### src/verilog/scc_pkg.sv
// Shared constants for the strobe capture control block.
package scc_pkg;

  // ********************************************************************
  // Bus geometry.
  // ********************************************************************
  localparam int SCC_ADDR_W = 12;
  localparam int SCC_DATA_W = 32;
  localparam int SCC_IDX_W  = 10;
  localparam int SCC_REG_W  = 8;

  // Register indices; the byte address is four times the index.
  localparam logic [SCC_IDX_W-1:0] SCC_IDX_CTRL = 10'h120;
  localparam logic [SCC_IDX_W-1:0] SCC_IDX_IGN  = 10'h121;
  localparam logic [SCC_IDX_W-1:0] SCC_IDX_SKEW = 10'h122;
  localparam logic [SCC_IDX_W-1:0] SCC_IDX_TSD  = 10'h123;
  localparam logic [SCC_IDX_W-1:0] SCC_IDX_STAT = 10'h128;
  localparam logic [SCC_IDX_W-1:0] SCC_IDX_CNT  = 10'h12A;

  // ********************************************************************
  // Field layout, masks and reset values.
  // ********************************************************************
  localparam int SCC_FLAG_RST_BIT = 6;
  localparam int SCC_POL_BIT      = 4;
  localparam int SCC_EDGE_BIT     = 3;
  localparam int SCC_MODE_LSB     = 1;
  localparam int SCC_NEG_LSB      = 2;
  localparam int SCC_POS_LSB      = 0;
  localparam int SCC_HOLD_LSB     = 4;
  localparam int SCC_ERR_W        = 4;
  localparam int SCC_IGN_W        = 4;
  localparam int SCC_WIN_W        = 2;
  localparam int SCC_TSD_W        = 7;

  localparam logic [SCC_REG_W-1:0] SCC_CTRL_MASK = 8'h5E;
  localparam logic [SCC_REG_W-1:0] SCC_IGN_MASK  = 8'h0F;
  localparam logic [SCC_REG_W-1:0] SCC_SKEW_MASK = 8'h0F;
  localparam logic [SCC_REG_W-1:0] SCC_TSD_MASK  = 8'h7F;
  localparam logic [SCC_REG_W-1:0] SCC_REG_RST   = 8'h00;

  // Capture mode codes.
  localparam logic [1:0] SCC_MODE_OFF   = 2'h0;
  localparam logic [1:0] SCC_MODE_CONT  = 2'h1;
  localparam logic [1:0] SCC_MODE_NSHOT = 2'h2;

  // Widest skew window and longest timestamp delay, in sample clocks.
  localparam int SCC_WIN_MAX = 3;
  localparam int SCC_TSD_MAX = 127;

endpackage

### src/verilog/scc_delay_line.sv
// Programmable timestamp delay counted in sample clock enables.
`timescale 1ns/1ps
module scc_delay_line #(
  parameter int DEPTH = 127,
  parameter int DLY_W = 7
) (
  input  wire logic             core_clk,
  input  wire logic             rst_b,
  input  wire logic             en,
  input  wire logic             din,
  input  wire logic [DLY_W-1:0] dly,
  output logic                  dout_r
);

  logic [DEPTH-1:0] hist_r;

  always_ff @(posedge core_clk or negedge rst_b) begin
    if (!rst_b) begin
      hist_r <= '0;
    end else if (en) begin
      hist_r <= {hist_r[DEPTH-2:0], din};
    end
  end

  // Stage k of the history holds the event from k+1 sample clocks back.
  always_ff @(posedge core_clk or negedge rst_b) begin
    if (!rst_b) begin
      dout_r <= 1'b0;
    end else if (dly == '0) begin
      dout_r <= en & din;
    end else begin
      dout_r <= en & hist_r[dly - DLY_W'(1)];
    end
  end

endmodule

### src/verilog/scc_edge_sampler.sv
// Sample clock edge selection and strobe transition detection.
`timescale 1ns/1ps
module scc_edge_sampler (
  input  wire logic core_clk,
  input  wire logic rst_b,
  input  wire logic sample_clk,
  input  wire logic strobe,
  input  wire logic edge_sel,
  input  wire logic pol_sel,
  output logic      samp_en,
  output logic      trans
);

  logic sclk_r;
  logic str_r;

  always_ff @(posedge core_clk or negedge rst_b) begin
    if (!rst_b) begin
      sclk_r <= 1'b0;
    end else begin
      sclk_r <= sample_clk;
    end
  end

  // The strobe is only looked at on the chosen sample clock edge.
  always_comb begin
    samp_en = edge_sel ? (sclk_r & ~sample_clk) : (~sclk_r & sample_clk);
  end

  always_ff @(posedge core_clk or negedge rst_b) begin
    if (!rst_b) begin
      str_r <= 1'b0;
    end else if (samp_en) begin
      str_r <= strobe;
    end
  end

  always_comb begin
    trans = samp_en & (pol_sel ? (str_r & ~strobe) : (~str_r & strobe));
  end
endmodule

### src/verilog/scc_top.sv
// Strobe capture control: APB registers, skew windows, modes and counter.
//
// The implementer's own choice: the APB register port.
`timescale 1ns/1ps
module scc_top (
  input  wire logic                           CORE_CLK,
  input  wire logic                           RST_B,
  input  wire logic                           PSEL,
  input  wire logic                           PENABLE,
  input  wire logic                           PWRITE,
  input  wire logic [scc_pkg::SCC_ADDR_W-1:0] PADDR,
  input  wire logic [scc_pkg::SCC_DATA_W-1:0] PWDATA,
  output logic      [scc_pkg::SCC_DATA_W-1:0] PRDATA,
  output logic                                PREADY,
  output logic                                PSLVERR,
  input  wire logic                           SAMPLE_CLK,
  input  wire logic                           STROBE_IN,
  input  wire logic                           EXPECT_TICK,
  input  wire logic [scc_pkg::SCC_ERR_W-1:0]  SETUP_ERR,
  input  wire logic [scc_pkg::SCC_ERR_W-1:0]  HOLD_ERR,
  output logic                                STROBE_ACT
);
  import scc_pkg::*;

  typedef enum logic [1:0] {
    ST_IDLE,
    ST_ARM,
    ST_DONE
  } scc_shot_e;

  // ********************************************************************
  // Helper functions.
  // ********************************************************************
  function automatic logic hits(input logic [SCC_ADDR_W-1:0] addr,
                                input logic [SCC_IDX_W-1:0]  idx);
    return (addr == {idx, 2'b00});
  endfunction

  // An expected tick within the window around the delayed transition.
  function automatic logic in_win(input logic [2*SCC_WIN_MAX:0] ex,
                                  input logic [SCC_WIN_W-1:0]   neg,
                                  input logic [SCC_WIN_W-1:0]   pos);
    logic hit;
    hit = 1'b0;
    for (int j = 0; j <= SCC_WIN_MAX; j++) begin
      if (j <= int'(neg) && ex[SCC_WIN_MAX-j]) begin
        hit = 1'b1;
      end
      if (j <= int'(pos) && ex[SCC_WIN_MAX+j]) begin
        hit = 1'b1;
      end
    end
    return hit;
  endfunction

  // ********************************************************************
  // Registers and bus slave.
  // ********************************************************************
  logic [SCC_REG_W-1:0]   ctrl_r;
  logic [SCC_REG_W-1:0]   ign_r;
  logic [SCC_REG_W-1:0]   skew_r;
  logic [SCC_REG_W-1:0]   tsd_r;
  logic [SCC_ERR_W-1:0]   setup_flg_r;
  logic [SCC_ERR_W-1:0]   hold_flg_r;
  logic [SCC_REG_W-1:0]   cnt_r;
  logic                   wr_acc;
  logic                   setup_ph;
  logic                   mapped;
  logic [SCC_REG_W-1:0]   rd_val;
  logic                   flag_rst;
  logic                   pol_sel;
  logic                   edge_sel;
  logic [1:0]             mode;
  logic [SCC_WIN_W-1:0]   win_neg;
  logic [SCC_WIN_W-1:0]   win_pos;
  logic [SCC_TSD_W-1:0]   tsd;
  logic                   rearm;

  assign wr_acc   = PSEL & PENABLE & PWRITE;
  assign setup_ph = PSEL & ~PENABLE;

  always_comb begin
    mapped = hits(PADDR, SCC_IDX_CTRL) | hits(PADDR, SCC_IDX_IGN) |
             hits(PADDR, SCC_IDX_SKEW) | hits(PADDR, SCC_IDX_TSD) |
             hits(PADDR, SCC_IDX_STAT) | hits(PADDR, SCC_IDX_CNT);
  end

  // The slave never stretches a transfer; errors flag unmapped words.
  assign PREADY  = 1'b1;
  assign PSLVERR = PSEL & PENABLE & ~mapped;

  always_comb begin
    rd_val = '0;
    if (hits(PADDR, SCC_IDX_CTRL)) begin
      rd_val = ctrl_r;
    end else if (hits(PADDR, SCC_IDX_IGN)) begin
      rd_val = ign_r;
    end else if (hits(PADDR, SCC_IDX_SKEW)) begin
      rd_val = skew_r;
    end else if (hits(PADDR, SCC_IDX_TSD)) begin
      rd_val = tsd_r;
    end else if (hits(PADDR, SCC_IDX_STAT)) begin
      rd_val = {hold_flg_r, setup_flg_r};
    end else if (hits(PADDR, SCC_IDX_CNT)) begin
      rd_val = cnt_r;
    end
  end

  // Read data is caught in the setup phase, so it stands through access.
  always_ff @(posedge CORE_CLK or negedge RST_B) begin
    if (!RST_B) begin
      PRDATA <= '0;
    end else if (setup_ph) begin
      PRDATA <= {{(SCC_DATA_W-SCC_REG_W){1'b0}}, rd_val};
    end
  end

  // Reserved bits are masked off on write and therefore read as zero.
  always_ff @(posedge CORE_CLK or negedge RST_B) begin
    if (!RST_B) begin
      ctrl_r <= SCC_REG_RST;
      ign_r  <= SCC_REG_RST;
      skew_r <= SCC_REG_RST;
      tsd_r  <= SCC_REG_RST;
    end else if (wr_acc) begin
      if (hits(PADDR, SCC_IDX_CTRL)) begin
        ctrl_r <= PWDATA[SCC_REG_W-1:0] & SCC_CTRL_MASK;
      end
      if (hits(PADDR, SCC_IDX_IGN)) begin
        ign_r <= PWDATA[SCC_REG_W-1:0] & SCC_IGN_MASK;
      end
      if (hits(PADDR, SCC_IDX_SKEW)) begin
        skew_r <= PWDATA[SCC_REG_W-1:0] & SCC_SKEW_MASK;
      end
      if (hits(PADDR, SCC_IDX_TSD)) begin
        tsd_r <= PWDATA[SCC_REG_W-1:0] & SCC_TSD_MASK;
      end
    end
  end

  assign flag_rst = ctrl_r[SCC_FLAG_RST_BIT];
  assign pol_sel  = ctrl_r[SCC_POL_BIT];
  assign edge_sel = ctrl_r[SCC_EDGE_BIT];
  assign mode     = ctrl_r[SCC_MODE_LSB +: 2];
  assign win_neg  = skew_r[SCC_NEG_LSB +: SCC_WIN_W];
  assign win_pos  = skew_r[SCC_POS_LSB +: SCC_WIN_W];
  assign tsd      = tsd_r[SCC_TSD_W-1:0];

  // Any write that selects single mode starts a fresh shot.
  assign rearm = wr_acc & hits(PADDR, SCC_IDX_CTRL) &
                 (PWDATA[SCC_MODE_LSB +: 2] == SCC_MODE_NSHOT);

  // ********************************************************************
  // Strobe detection and skew windows.
  // ********************************************************************
  logic                   samp_en;
  logic                   trans;
  logic [SCC_WIN_MAX:0]   tr_pipe_r;
  logic [2*SCC_WIN_MAX:0] exp_pipe_r;
  logic                   accepted;

  scc_edge_sampler u_sampler (
    .core_clk   (CORE_CLK),
    .rst_b      (RST_B),
    .sample_clk (SAMPLE_CLK),
    .strobe     (STROBE_IN),
    .edge_sel   (edge_sel),
    .pol_sel    (pol_sel),
    .samp_en    (samp_en),
    .trans      (trans)
  );

  // Transitions are judged four sample edges late, once the expected
  // ticks up to three edges on either side of them are known.
  always_ff @(posedge CORE_CLK or negedge RST_B) begin
    if (!RST_B) begin
      tr_pipe_r  <= '0;
      exp_pipe_r <= '0;
    end else if (samp_en) begin
      tr_pipe_r  <= {tr_pipe_r[SCC_WIN_MAX-1:0], trans};
      exp_pipe_r <= {exp_pipe_r[2*SCC_WIN_MAX-1:0], EXPECT_TICK};
    end
  end

  always_comb begin
    accepted = samp_en & tr_pipe_r[SCC_WIN_MAX] &
               ~in_win(exp_pipe_r, win_neg, win_pos);
  end

  // ********************************************************************
  // Capture modes.
  // ********************************************************************
  scc_shot_e            shot_r;
  logic [SCC_IGN_W-1:0] skip_r;
  logic                 act;

  always_comb begin
    unique case (mode)
      SCC_MODE_CONT: begin
        act = accepted;
      end
      SCC_MODE_NSHOT: begin
        act = accepted & (shot_r == ST_ARM) & (skip_r == '0);
      end
      default: begin
        act = 1'b0;
      end
    endcase
  end

  always_ff @(posedge CORE_CLK or negedge RST_B) begin
    if (!RST_B) begin
      shot_r <= ST_IDLE;
      skip_r <= '0;
    end else if (rearm) begin
      shot_r <= ST_ARM;
      skip_r <= ign_r[SCC_IGN_W-1:0];
    end else if (mode != SCC_MODE_NSHOT) begin
      shot_r <= ST_IDLE;
    end else if (shot_r == ST_ARM && accepted) begin
      if (skip_r == '0) begin
        shot_r <= ST_DONE;
      end else begin
        skip_r <= skip_r - SCC_IGN_W'(1);
      end
    end
  end

  // ********************************************************************
  // Status flags and capture counter.
  // ********************************************************************
  // Holding the flag reset overrides new errors and captures alike.
  always_ff @(posedge CORE_CLK or negedge RST_B) begin
    if (!RST_B) begin
      setup_flg_r <= '0;
      hold_flg_r  <= '0;
    end else if (flag_rst) begin
      setup_flg_r <= '0;
      hold_flg_r  <= '0;
    end else begin
      setup_flg_r <= setup_flg_r | SETUP_ERR;
      hold_flg_r  <= hold_flg_r | HOLD_ERR;
    end
  end

  // Software should read the count only with capture disabled.
  always_ff @(posedge CORE_CLK or negedge RST_B) begin
    if (!RST_B) begin
      cnt_r <= '0;
    end else if (flag_rst) begin
      cnt_r <= '0;
    end else if (act) begin
      cnt_r <= cnt_r + SCC_REG_W'(1);
    end
  end

  // ********************************************************************
  // Timestamp delay.
  // ********************************************************************
  scc_delay_line #(
    .DEPTH (SCC_TSD_MAX),
    .DLY_W (SCC_TSD_W)
  ) u_delay (
    .core_clk (CORE_CLK),
    .rst_b    (RST_B),
    .en       (samp_en),
    .din      (act),
    .dly      (tsd),
    .dout_r   (STROBE_ACT)
  );
endmodule
### config.mk
export PLATFORM = sky130hd
export DESIGN_NAME = scc_top
export DESIGN_NICKNAME = d
export VERILOG_FILES = /design/src/verilog/scc_pkg.sv /design/src/verilog/scc_delay_line.sv /design/src/verilog/scc_edge_sampler.sv /design/src/verilog/scc_top.sv
export SDC_FILE = /design/constraint.sdc
export NUM_CORES = 1
export LEC_CHECK = 0
export BUFFER_PORTS_ARGS = -buffer_cell sky130_fd_sc_hd__buf_4
export CORE_ASPECT_RATIO = 1.75
export CORE_UTILIZATION = 50
export CTS_BUF_LIST = sky130_fd_sc_hd__clkbuf_4 sky130_fd_sc_hd__clkbuf_8 sky130_fd_sc_hd__clkbuf_16
export CTS_CLUSTER_SIZE = 14
export DETAILED_ROUTE_END_ITERATION = 10
export PLACE_DENSITY = 0.79
export SYNTH_ARGS = -nofsm -noshare
export SYNTH_HDL_FRONTEND = slang
export SYNTH_SLANG_ARGS = --single-unit
### constraint.sdc
create_clock -name CORE_CLK -period 5 [get_ports CORE_CLK]
set_clock_uncertainty 0.05 [all_clocks]
set_input_delay 1 -clock CORE_CLK [delete_from_list [all_inputs] [get_ports CORE_CLK]]
set_output_delay 1 -clock CORE_CLK [all_outputs]
set_load 0.02 [all_outputs]
==> impl_results.html, run 1 <==
<table>
<tr><th>Metric</th><th>Value</th></tr>
<tr><th colspan="2">Global routing</th></tr>
<tr><td>Number of antenna violations at the first check in global routing</td><td>0</td></tr>
<tr><td>Number of global-route vias before repair</td><td>5,970</td></tr>
<tr><td>First-pass GRT wire length</td><td>29.87 mm</td></tr>
<tr><td>Global-route total usage across every layer</td><td>0.2025</td></tr>
<tr><td>Pin count of the biggest net entering global routing</td><td>123</td></tr>
<tr><td>Overall overflow remaining after global route</td><td>0</td></tr>
<tr><th colspan="2">Drt</th></tr>
<tr><td>Mean number of vias per cell</td><td>5.707</td></tr>
<tr><td># DRC</td><td>0</td></tr>
<tr><td>Detailed-route via count</td><td>5,462</td></tr>
<tr><td>Wire length per cell after detailed routing</td><td>18.40 um</td></tr>
<tr><td>DRC marker count from the first detailed-route iteration</td><td>262</td></tr>
<tr><td>Length of the first detailed-routing pass in iterations</td><td>4</td></tr>
<tr><td>Routed WL</td><td>17.61 mm</td></tr>
<tr><td>Remaining number of nets flagged by the antenna check after routing</td><td>0</td></tr>
<tr><th colspan="2">Critical path</th></tr>
<tr><td>Setup CP Type</td><td>reg2reg</td></tr>
<tr><td>WP data arrival</td><td>3.54 ns</td></tr>
<tr><td>Kind of end point of the critical path</td><td>flip-flop</td></tr>
<tr><td>Kind of start point of the critical path</td><td>flip-flop</td></tr>
<tr><td>Top fanout value on the critical path</td><td>22</td></tr>
<tr><td>Req. time, crit path</td><td>5.24 ns</td></tr>
<tr><th colspan="2">Final layout</th></tr>
<tr><td>Area of all sequential standard cells</td><td>0.004781 mm^2</td></tr>
<tr><td>Multi-input logic area</td><td>0.004016 mm^2</td></tr>
<tr><td>Total of fill cells in the finished design</td><td>1,429</td></tr>
<tr><td>Total Nets Final</td><td>776</td></tr>
<tr><td>Layout Cells excl Fill</td><td>957</td></tr>
<tr><td>Synthesis-to-layout area growth</td><td>10.35%</td></tr>
<tr><td>Antenna diode instance count</td><td>0</td></tr>
<tr><td>Layout cell share with drive strength beyond 1</td><td>0.3914</td></tr>
<tr><th colspan="2">STA</th></tr>
<tr><td>Final setup TNS</td><td>0 ns</td></tr>
<tr><td>Setup slack after layout</td><td>1.703 ns</td></tr>
<tr><td>Post-route clock period utilization</td><td>0.6595</td></tr>
<tr><td>Final number of max-transition violations</td><td>0</td></tr>
<tr><td>RSZ-0062 raised after global routing</td><td>false</td></tr>
<tr><td>Least-Margin Pin Slew</td><td>0.9701 ns</td></tr>
<tr><td>Final-report setup violation count</td><td>0</td></tr>
<tr><td>Count of endpoints failing hold in the final timing report</td><td>0</td></tr>
<tr><td>Crit path time final</td><td>3.297 ns</td></tr>
<tr><td>Fmax</td><td>303.3 MHz</td></tr>
<tr><td>Minimum hold slack</td><td>0.4325 ns</td></tr>
<tr><td>Headroom to the max-slew limit</td><td>0.3527</td></tr>
<tr><th colspan="2">Floorplan</th></tr>
<tr><td>Full die area</td><td>0.01889 mm^2</td></tr>
<tr><td>Die Span Y</td><td>181.1 um</td></tr>
<tr><td>Die W</td><td>104.3 um</td></tr>
<tr><td>Core Rows</td><td>65</td></tr>
<tr><td>Starting density of the core</td><td>0.5098</td></tr>
<tr><td>Number of top-level design ports</td><td>95</td></tr>
<tr><td>Core Footprint</td><td>0.01797 mm^2</td></tr>
<tr><th colspan="2">Pwr</th></tr>
<tr><td>Maximum ir drop on the vdd rail</td><td>199.8 uV</td></tr>
<tr><td>Overall power consumption</td><td>3.086 mW</td></tr>
<tr><td>Power per cell area</td><td>305.2 mW/mm^2</td></tr>
<tr><td>Leakage</td><td>4.801 nW</td></tr>
<tr><th colspan="2">Clock network</th></tr>
<tr><td>H-tree depth</td><td>4</td></tr>
<tr><td>Cell at the root of the clock tree</td><td>sky130_fd_sc_hd__clkbuf_16</td></tr>
<tr><td>TritonCTS clock tree</td><td>built</td></tr>
<tr><td>Number of buffers created by CTS</td><td>17</td></tr>
<tr><td>Resized cells post-CTS</td><td>0</td></tr>
<tr><td>Clock network latency to the later pin of the worst-skew pair</td><td>0.43 ns</td></tr>
<tr><td>Maximum buffer depth of the clock tree</td><td>2</td></tr>
<tr><td>Clk slew on worst S/H paths</td><td>0.07 ns</td></tr>
<tr><td>Count of buffers added by post-CTS timing repair for setup</td><td>0</td></tr>
<tr><td>TritonCTS Sinks</td><td>191</td></tr>
<tr><td>CTS Hold Bufs</td><td>0</td></tr>
<tr><th colspan="2">Placement</th></tr>
<tr><td>Port Buffers</td><td>44</td></tr>
<tr><td>Total half-perimeter wirelength after legalization and detailed placement</td><td>12.19 mm</td></tr>
<tr><td>Worst setup slack after placement</td><td>1.388 ns</td></tr>
<tr><td>Last weighted congestion value of the routability-driven placer</td><td>0.8622</td></tr>
<tr><td>Placed cells</td><td>925</td></tr>
<tr><th colspan="2">Logic synthesis</th></tr>
<tr><td>Async S/R FF share, synth</td><td>1.000</td></tr>
<tr><td>Post-Syn Area per Cell</td><td>13.51 um^2</td></tr>
<tr><td>EDFF count, synth</td><td>0</td></tr>
<tr><td>Post-synth top flop</td><td>sky130_fd_sc_hd__dfrtp_1</td></tr>
<tr><td>Count of state elements after synthesis</td><td>191</td></tr>
<tr><td>Post-synthesis instance area</td><td>0.009163 mm^2</td></tr>
<tr><td>Post-synthesis instance total</td><td>678</td></tr>
<tr><td>Sequential area share after synthesis</td><td>0.5216</td></tr>
<tr><td>Number of warnings issued by yosys</td><td>0</td></tr>
<tr><td>Netlist cell types</td><td>58</td></tr>
<tr><th colspan="2">Run status</th></tr>
<tr><td>Result of the run</td><td>completed</td></tr>
<tr><th colspan="2">Flow run</th></tr>
<tr><td>Max-cap check violation count</td><td>0</td></tr>
<tr><th colspan="2">Min path</th></tr>
<tr><td>Class of the tightest hold or removal check</td><td>reg2reg</td></tr>
</table>
-- cell usage after synthesis (all sizes together) (2+ instances only) --
library cell    n  area share
a2111oi         5      0.0049
a211oi          2      0.0016
a21o            4      0.0033
a21oi          20       0.011
a221oi          3      0.0036
a22o            4      0.0040
a22oi           2      0.0016
a311oi          2      0.0019
a31oi           2      0.0014
and2b           4      0.0038
and3            2      0.0014
buf            36       0.028
clkbuf         22       0.011
conb            2     0.00082
dfrtp         191        0.52
ha              6      0.0082
inv            15      0.0061
mux2          162        0.20
mux2i           9      0.0098
mux4           33       0.083
nand2          26       0.011
nand3          15      0.0082
nand3b          3      0.0025
nand4           2      0.0014
nand4b          3      0.0029
nor2           34       0.014
nor3            9      0.0049
nor3b           2      0.0016
nor4            2      0.0014
o21ai          22       0.012
o31ai           2      0.0016
or3             5      0.0036
xnor2           9      0.0086
xor2            5      0.0056
-- worst max-delay path, cell delays in order (launching register included) --
cell                        delay [ns]
sky130_fd_sc_hd__dfrtp_1          0.42
sky130_fd_sc_hd__inv_1            0.08
sky130_fd_sc_hd__ha_1             0.61
sky130_fd_sc_hd__buf_4            0.42
sky130_fd_sc_hd__mux4_2           0.37
sky130_fd_sc_hd__mux4_1           0.58
sky130_fd_sc_hd__and2_1           0.19
sky130_fd_sc_hd__a2111oi_0        0.33
sky130_fd_sc_hd__a2111oi_1        0.09
-- routing by layer --
metal  wire [um]  track usage  part of all wire
met1        6283       0.2116              0.36
met2        9950       0.3722              0.57
met3         583      0.03571             0.033
met4         787       0.1229             0.045
met5           0            0                 0
-- power by group --
part	switching, mW	internal (mW)	leakage [nW]
sequential	0.0262	1.58	2.60
clock	0.614	0.683	0.280
combinational	0.110	0.0763	1.92
-- cell usage in the layout, fill, tap and decap left out, types with 15 or more instances in the layout --
| cell type | count |
|---|---|
| sky130_fd_sc_hd__nand2_1 | 25 |
| sky130_fd_sc_hd__nor2_1 | 34 |
| sky130_fd_sc_hd__buf_4 | 48 |
| sky130_fd_sc_hd__o21ai_0 | 21 |
| sky130_fd_sc_hd__dfrtp_1 | 190 |
| sky130_fd_sc_hd__mux4_2 | 28 |
| sky130_fd_sc_hd__inv_1 | 15 |
| sky130_fd_sc_hd__mux2_2 | 162 |
| sky130_fd_sc_hd__clkbuf_16 | 17 |
| sky130_fd_sc_hd__conb_1 | 25 |
| sky130_fd_sc_hd__nand3_1 | 15 |
| sky130_fd_sc_hd__a21oi_1 | 20 |
-- state kept, by name, indices dropped and copies added (netlist names) --
register and cells:
u_delay.hist_r 127, PRDATA 8, cnt_r 8, exp_pipe_r 7
tsd_r 7, ctrl_r 5, hold_flg_r 4, ign_r 4
setup_flg_r 4, skew_r 4, skip_r 4, tr_pipe_r 4
shot_r 2, u_delay.dout_r 1, u_sampler.sclk_r 1, u_sampler.str_r 1
-- kinds of logic after synthesis --
group | synth area share
simple gates | 0.06118
other cells | 0.0008196
flops | 0.5216
buf+inv | 0.05025
compound gates | 0.05162
mux | 0.2921
fa+ha+maj | 0.008193
xor+xnor | 0.01420
-- stage by stage --
stage	utilization	area [um^2]
after floorplan	-	9249
after global placement	0.5308	9540
after detailed placement	0.5308	9540
after CTS	0.5625	10110
after global routing	0.5625	10110
final	0.5625	10110
-- area by class of cell --
class	instances	area share
Clock buffer	19	0.04480
Multi-Input combinational cell	435	0.3972
Timing Repair Buffer	50	0.03898
Tap cell	234	0.02896
Sequential cell	191	0.4728
Inverter	15	0.005569
Clock inverter	13	0.01163
-- final timing paths --
path / endpoint / startpoint / cells past startpoint / slack, ns
max: u_delay.dout_r / tsd_r[1] / 8 / 1.70
min: PRDATA[4] / PRDATA[4] / 2 / 0.43
max reg2reg: u_delay.dout_r / tsd_r[1] / 8 / 1.70
min reg2reg: PRDATA[4] / PRDATA[4] / 2 / 0.43
max in group asynchronous: u_delay.hist_r[79] / RST_B / 2 / 3.20
min in group asynchronous: cnt_r[7] / RST_B / 1 / 0.62
(Power assumes the default switching activity.)
==> run 2: changes to the inputs <==
Settings changed: PLACE_DENSITY 0.79 to 0.82.
Clock period 5 ns to 2.9 ns, I/O delays scaled along.
==> run 2 against run 1 <==
Flip-flop and latch count unchanged. First-iteration DRC count grew 7.6%. Clock power rose by 65%. Total power is 70% higher. Die area did not move. Final cell count rose by 1.4%. Sequential power increased by 73%. Worst setup slack lost 1.5 ns. Hold slack got worse by 0.34 ns. Utilization rose by 1.1 points. Final area is 2.0% higher.
==> impl_results.html, run 2 (same netlist as run 1, synthesis figures left out) <==
<table>
<tr><th>Metric</th><th>Value</th></tr>
<tr><th colspan="2">Run status</th></tr>
<tr><td>Result of the run</td><td>completed (unchanged)</td></tr>
<tr><th colspan="2">Pwr</th></tr>
<tr><td>Leakage</td><td>4.887 nW (was 4.801 nW)</td></tr>
<tr><td>Overall power consumption</td><td>5.250 mW (was 3.086 mW)</td></tr>
<tr><td>Power per cell area</td><td>509.1 mW/mm^2 (was 305.2 mW/mm^2)</td></tr>
<tr><td>Maximum ir drop on the vdd rail</td><td>392.3 uV (was 199.8 uV)</td></tr>
<tr><th colspan="2">Critical path</th></tr>
<tr><td>Cell-by-cell listing of the critical path</td><td>inv_1, ha_1, buf_12, mux4_2, and2b_2, a2111oi_0, a311oi_1, a31oi_1, a2111oi_1 (was inv_1, ha_1, buf_4, mux4_2, mux4_1, and2_1, a2111oi_0, a2111oi_1)</td></tr>
<tr><td>Req. time, crit path</td><td>3.14 ns (was 5.24 ns)</td></tr>
<tr><td>Top fanout value on the critical path</td><td>25 (was 22)</td></tr>
<tr><td>Longest individual stage delay on the worst path</td><td>0.48 ns (was 0.61 ns)</td></tr>
<tr><td>Slowest-stage cell, CP</td><td>sky130_fd_sc_hd__a2111oi_0 (was sky130_fd_sc_hd__ha_1)</td></tr>
<tr><td>Crit path max-delay family</td><td>compound AO/OA/AOI/OAI gates (was multiplexers)</td></tr>
<tr><td>Combined buffer and inverter count along the critical path</td><td>2 (unchanged)</td></tr>
<tr><td>Kind of end point of the critical path</td><td>flip-flop (unchanged)</td></tr>
<tr><td>Setup CP Type</td><td>reg2reg (unchanged)</td></tr>
<tr><td>WP data arrival</td><td>2.91 ns (was 3.54 ns)</td></tr>
<tr><td>Kind of start point of the critical path</td><td>flip-flop (unchanged)</td></tr>
<tr><th colspan="2">STA</th></tr>
<tr><td>Post-route clock period utilization</td><td>0.9214 (was 0.6595)</td></tr>
<tr><td>Headroom to the max-slew limit</td><td>0.5946 (was 0.3527)</td></tr>
<tr><td>Setup slack after layout</td><td>0.2279 ns (was 1.703 ns)</td></tr>
<tr><td>Final number of max-transition violations</td><td>0 (unchanged)</td></tr>
<tr><td>Count of endpoints failing hold in the final timing report</td><td>0 (unchanged)</td></tr>
<tr><td>Fmax</td><td>374.2 MHz (was 303.3 MHz)</td></tr>
<tr><td>Final setup TNS</td><td>0 ns (unchanged)</td></tr>
<tr><td>Least-Margin Pin Slew</td><td>0.6082 ns (was 0.9701 ns)</td></tr>
<tr><td>Crit path time final</td><td>2.672 ns (was 3.297 ns)</td></tr>
<tr><td>RSZ-0062 raised after global routing</td><td>false (unchanged)</td></tr>
<tr><td>Final-report setup violation count</td><td>0 (unchanged)</td></tr>
<tr><th colspan="2">Min path</th></tr>
<tr><td>Class of the tightest hold or removal check</td><td>in2async (was reg2reg)</td></tr>
<tr><th colspan="2">Drt</th></tr>
<tr><td>DRC marker count from the first detailed-route iteration</td><td>282 (was 262)</td></tr>
<tr><td>Met2 wire len</td><td>9.821 mm (was 9.950 mm)</td></tr>
<tr><td>Routed length on met1</td><td>6.415 mm (was 6.283 mm)</td></tr>
<tr><td>Wire length per cell after detailed routing</td><td>17.94 um (was 18.40 um)</td></tr>
<tr><td>Top routing layer in use</td><td>met4 (unchanged)</td></tr>
<tr><td>Length of the first detailed-routing pass in iterations</td><td>4 (unchanged)</td></tr>
<tr><td>Detailed-route via count</td><td>5,488 (was 5,462)</td></tr>
<tr><td>Remaining number of nets flagged by the antenna check after routing</td><td>0 (unchanged)</td></tr>
<tr><td>Mean number of vias per cell</td><td>5.658 (was 5.707)</td></tr>
<tr><td>Routed met3 length</td><td>505 um (was 583 um)</td></tr>
<tr><td># DRC</td><td>0 (unchanged)</td></tr>
<tr><td>Routed WL</td><td>17.40 mm (was 17.61 mm)</td></tr>
<tr><th colspan="2">Flow run</th></tr>
<tr><td>Max-cap check violation count</td><td>0 (unchanged)</td></tr>
<tr><th colspan="2">Global routing</th></tr>
<tr><td>First-pass GRT wire length</td><td>29.03 mm (was 29.87 mm)</td></tr>
<tr><td>Overall overflow remaining after global route</td><td>0 (unchanged)</td></tr>
<tr><td>Number of global-route vias before repair</td><td>5,834 (was 5,970)</td></tr>
<tr><td>Number of antenna violations at the first check in global routing</td><td>0 (unchanged)</td></tr>
<tr><td>Pin count of the biggest net entering global routing</td><td>64 (was 123)</td></tr>
<tr><td>Global-route total usage across every layer</td><td>0.1964 (was 0.2025)</td></tr>
<tr><th colspan="2">Final layout</th></tr>
<tr><td>Leading cell type in the layout, fill and taps excluded</td><td>sky130_fd_sc_hd__dfrtp_1 (unchanged)</td></tr>
<tr><td>Layout Cells excl Fill</td><td>970 (was 957)</td></tr>
<tr><td>Synthesis-to-layout area growth</td><td>12.55% (was 10.35%)</td></tr>
<tr><td>Antenna diode instance count</td><td>0 (unchanged)</td></tr>
<tr><td>Register with the most flip-flops</td><td>u_delay.hist_r (unchanged)</td></tr>
<tr><td>Layout cell share with drive strength beyond 1</td><td>0.4090 (was 0.3914)</td></tr>
<tr><td>Commonest cells after routing, fill and taps aside</td><td>190 x sky130_fd_sc_hd__dfrtp_1, 162 x sky130_fd_sc_hd__mux2_2, 57 x sky130_fd_sc_hd__buf_4, 34 x sky130_fd_sc_hd__nor2_1, 28 x sky130_fd_sc_hd__mux4_2 (was 190 x sky130_fd_sc_hd__dfrtp_1, 162 x sky130_fd_sc_hd__mux2_2, 48 x sky130_fd_sc_hd__buf_4, 34 x sky130_fd_sc_hd__nor2_1, 28 x sky130_fd_sc_hd__mux4_2)</td></tr>
<tr><td>Registers with the most flip-flops</td><td>u_delay.hist_r (127), PRDATA (8), cnt_r (8) (unchanged)</td></tr>
<tr><td>Utilization after layout</td><td>0.5738 (was 0.5625)</td></tr>
<tr><td>Total Nets Final</td><td>791 (was 776)</td></tr>
<tr><td>Max reg flops</td><td>127 (unchanged)</td></tr>
<tr><th colspan="2">Clock network</th></tr>
<tr><td>Maximum buffer depth of the clock tree</td><td>2 (unchanged)</td></tr>
<tr><td>TritonCTS clock tree</td><td>built (unchanged)</td></tr>
<tr><td>TritonCTS Sinks</td><td>191 (unchanged)</td></tr>
<tr><td>Cell at the root of the clock tree</td><td>sky130_fd_sc_hd__clkbuf_16 (unchanged)</td></tr>
<tr><td>Count of buffers added by post-CTS timing repair for setup</td><td>0 (unchanged)</td></tr>
<tr><td>Clk slew on worst S/H paths</td><td>0.07 ns (about the same)</td></tr>
<tr><td>H-tree depth</td><td>4 (unchanged)</td></tr>
<tr><td>Number of buffers created by CTS</td><td>17 (unchanged)</td></tr>
<tr><td>Clock network latency to the later pin of the worst-skew pair</td><td>0.43 ns (about the same)</td></tr>
<tr><th colspan="2">Floorplan</th></tr>
<tr><td>Core Rows</td><td>65 (unchanged)</td></tr>
<tr><td>Die W</td><td>104.3 um (unchanged)</td></tr>
<tr><td>Core Footprint</td><td>0.01797 mm^2 (unchanged)</td></tr>
<tr><td>Full die area</td><td>0.01889 mm^2 (unchanged)</td></tr>
<tr><td>Number of top-level design ports</td><td>95 (unchanged)</td></tr>
<tr><td>Die Span Y</td><td>181.1 um (unchanged)</td></tr>
<tr><td>Starting density of the core</td><td>0.5098 (unchanged)</td></tr>
<tr><th colspan="2">Placement</th></tr>
<tr><td>Total half-perimeter wirelength after legalization and detailed placement</td><td>12.13 mm (was 12.19 mm)</td></tr>
<tr><td>Placed cells</td><td>940 (was 925)</td></tr>
<tr><td>Last weighted congestion value of the routability-driven placer</td><td>0.8977 (was 0.8622)</td></tr>
<tr><td>Worst setup slack after placement</td><td>0.1315 ns (was 1.388 ns)</td></tr>
<tr><td>Port Buffers</td><td>44 (unchanged)</td></tr>
</table>
[run 2: cell count changes in the layout (fill, tap and decap cells not counted), sizes merged]
cell and change:
buf +15, inv -8, clkinvlp +3, clkbuf +2, clkinv +1
[run 2: layout make-up]
| cell class | count | area, um^2 |
|---|---|---|
| Tap cell | 234 | 292.8 |
| Timing Repair Buffer | 65 | 581.8 |
| Inverter | 15 | 56.30 |
| Fill cell | 1359 | 7661 |
| Clock buffer | 21 | 480.5 |
| Multi-Input combinational cell | 435 | 4058 |
| Sequential cell | 191 | 4781 |
| Clock inverter | 9 | 62.56 |
[run 2: worst paths after layout]
path	startpoint	endpoint	slack [ns]	cells after the start
max	tsd_r[0]	u_delay.dout_r	0.23	9
min	RST_B	u_delay.hist_r[44]	0.09	1
max reg2reg	tsd_r[0]	u_delay.dout_r	0.23	9
min reg2reg	PRDATA[3]	PRDATA[3]	0.43	2
max in group asynchronous	RST_B	u_delay.hist_r[84]	2.06	2
min in group CORE_CLK	SAMPLE_CLK	u_sampler.sclk_r	0.22	1
[run 2: what timing repair did]
action	4_1_cts	5_1_grt
hold buffers	0	0
endpoints found under the setup margin	0	1
gates resized for setup	0	7
[run 2: stage by stage]
step           hold slack (ns)  instance area [um^2]
2_1_floorplan           0.2344                  9263
3_3_place_gp            0.4133                  9729
3_5_place_dp            0.4186                  9729
4_1_cts                0.09495                 10270
5_1_grt                 0.1104                 10310
6_report               0.08830                 10310
[run 2: report_power, final]
group	internal, mW	switching [mW]	total [mW]
sequential	2.72	0.0477	2.77
combinational	0.144	0.192	0.335
clock	1.18	0.970	2.15
total	4.04	1.21	5.25
[run 2: routing by layer]
layer,vias to the layer above,track usage
met2,127,0.3722
met1,2804,0.2048
met4,0,0.1046
li1,2523,-
met3,34,0.02922
met5,-,0
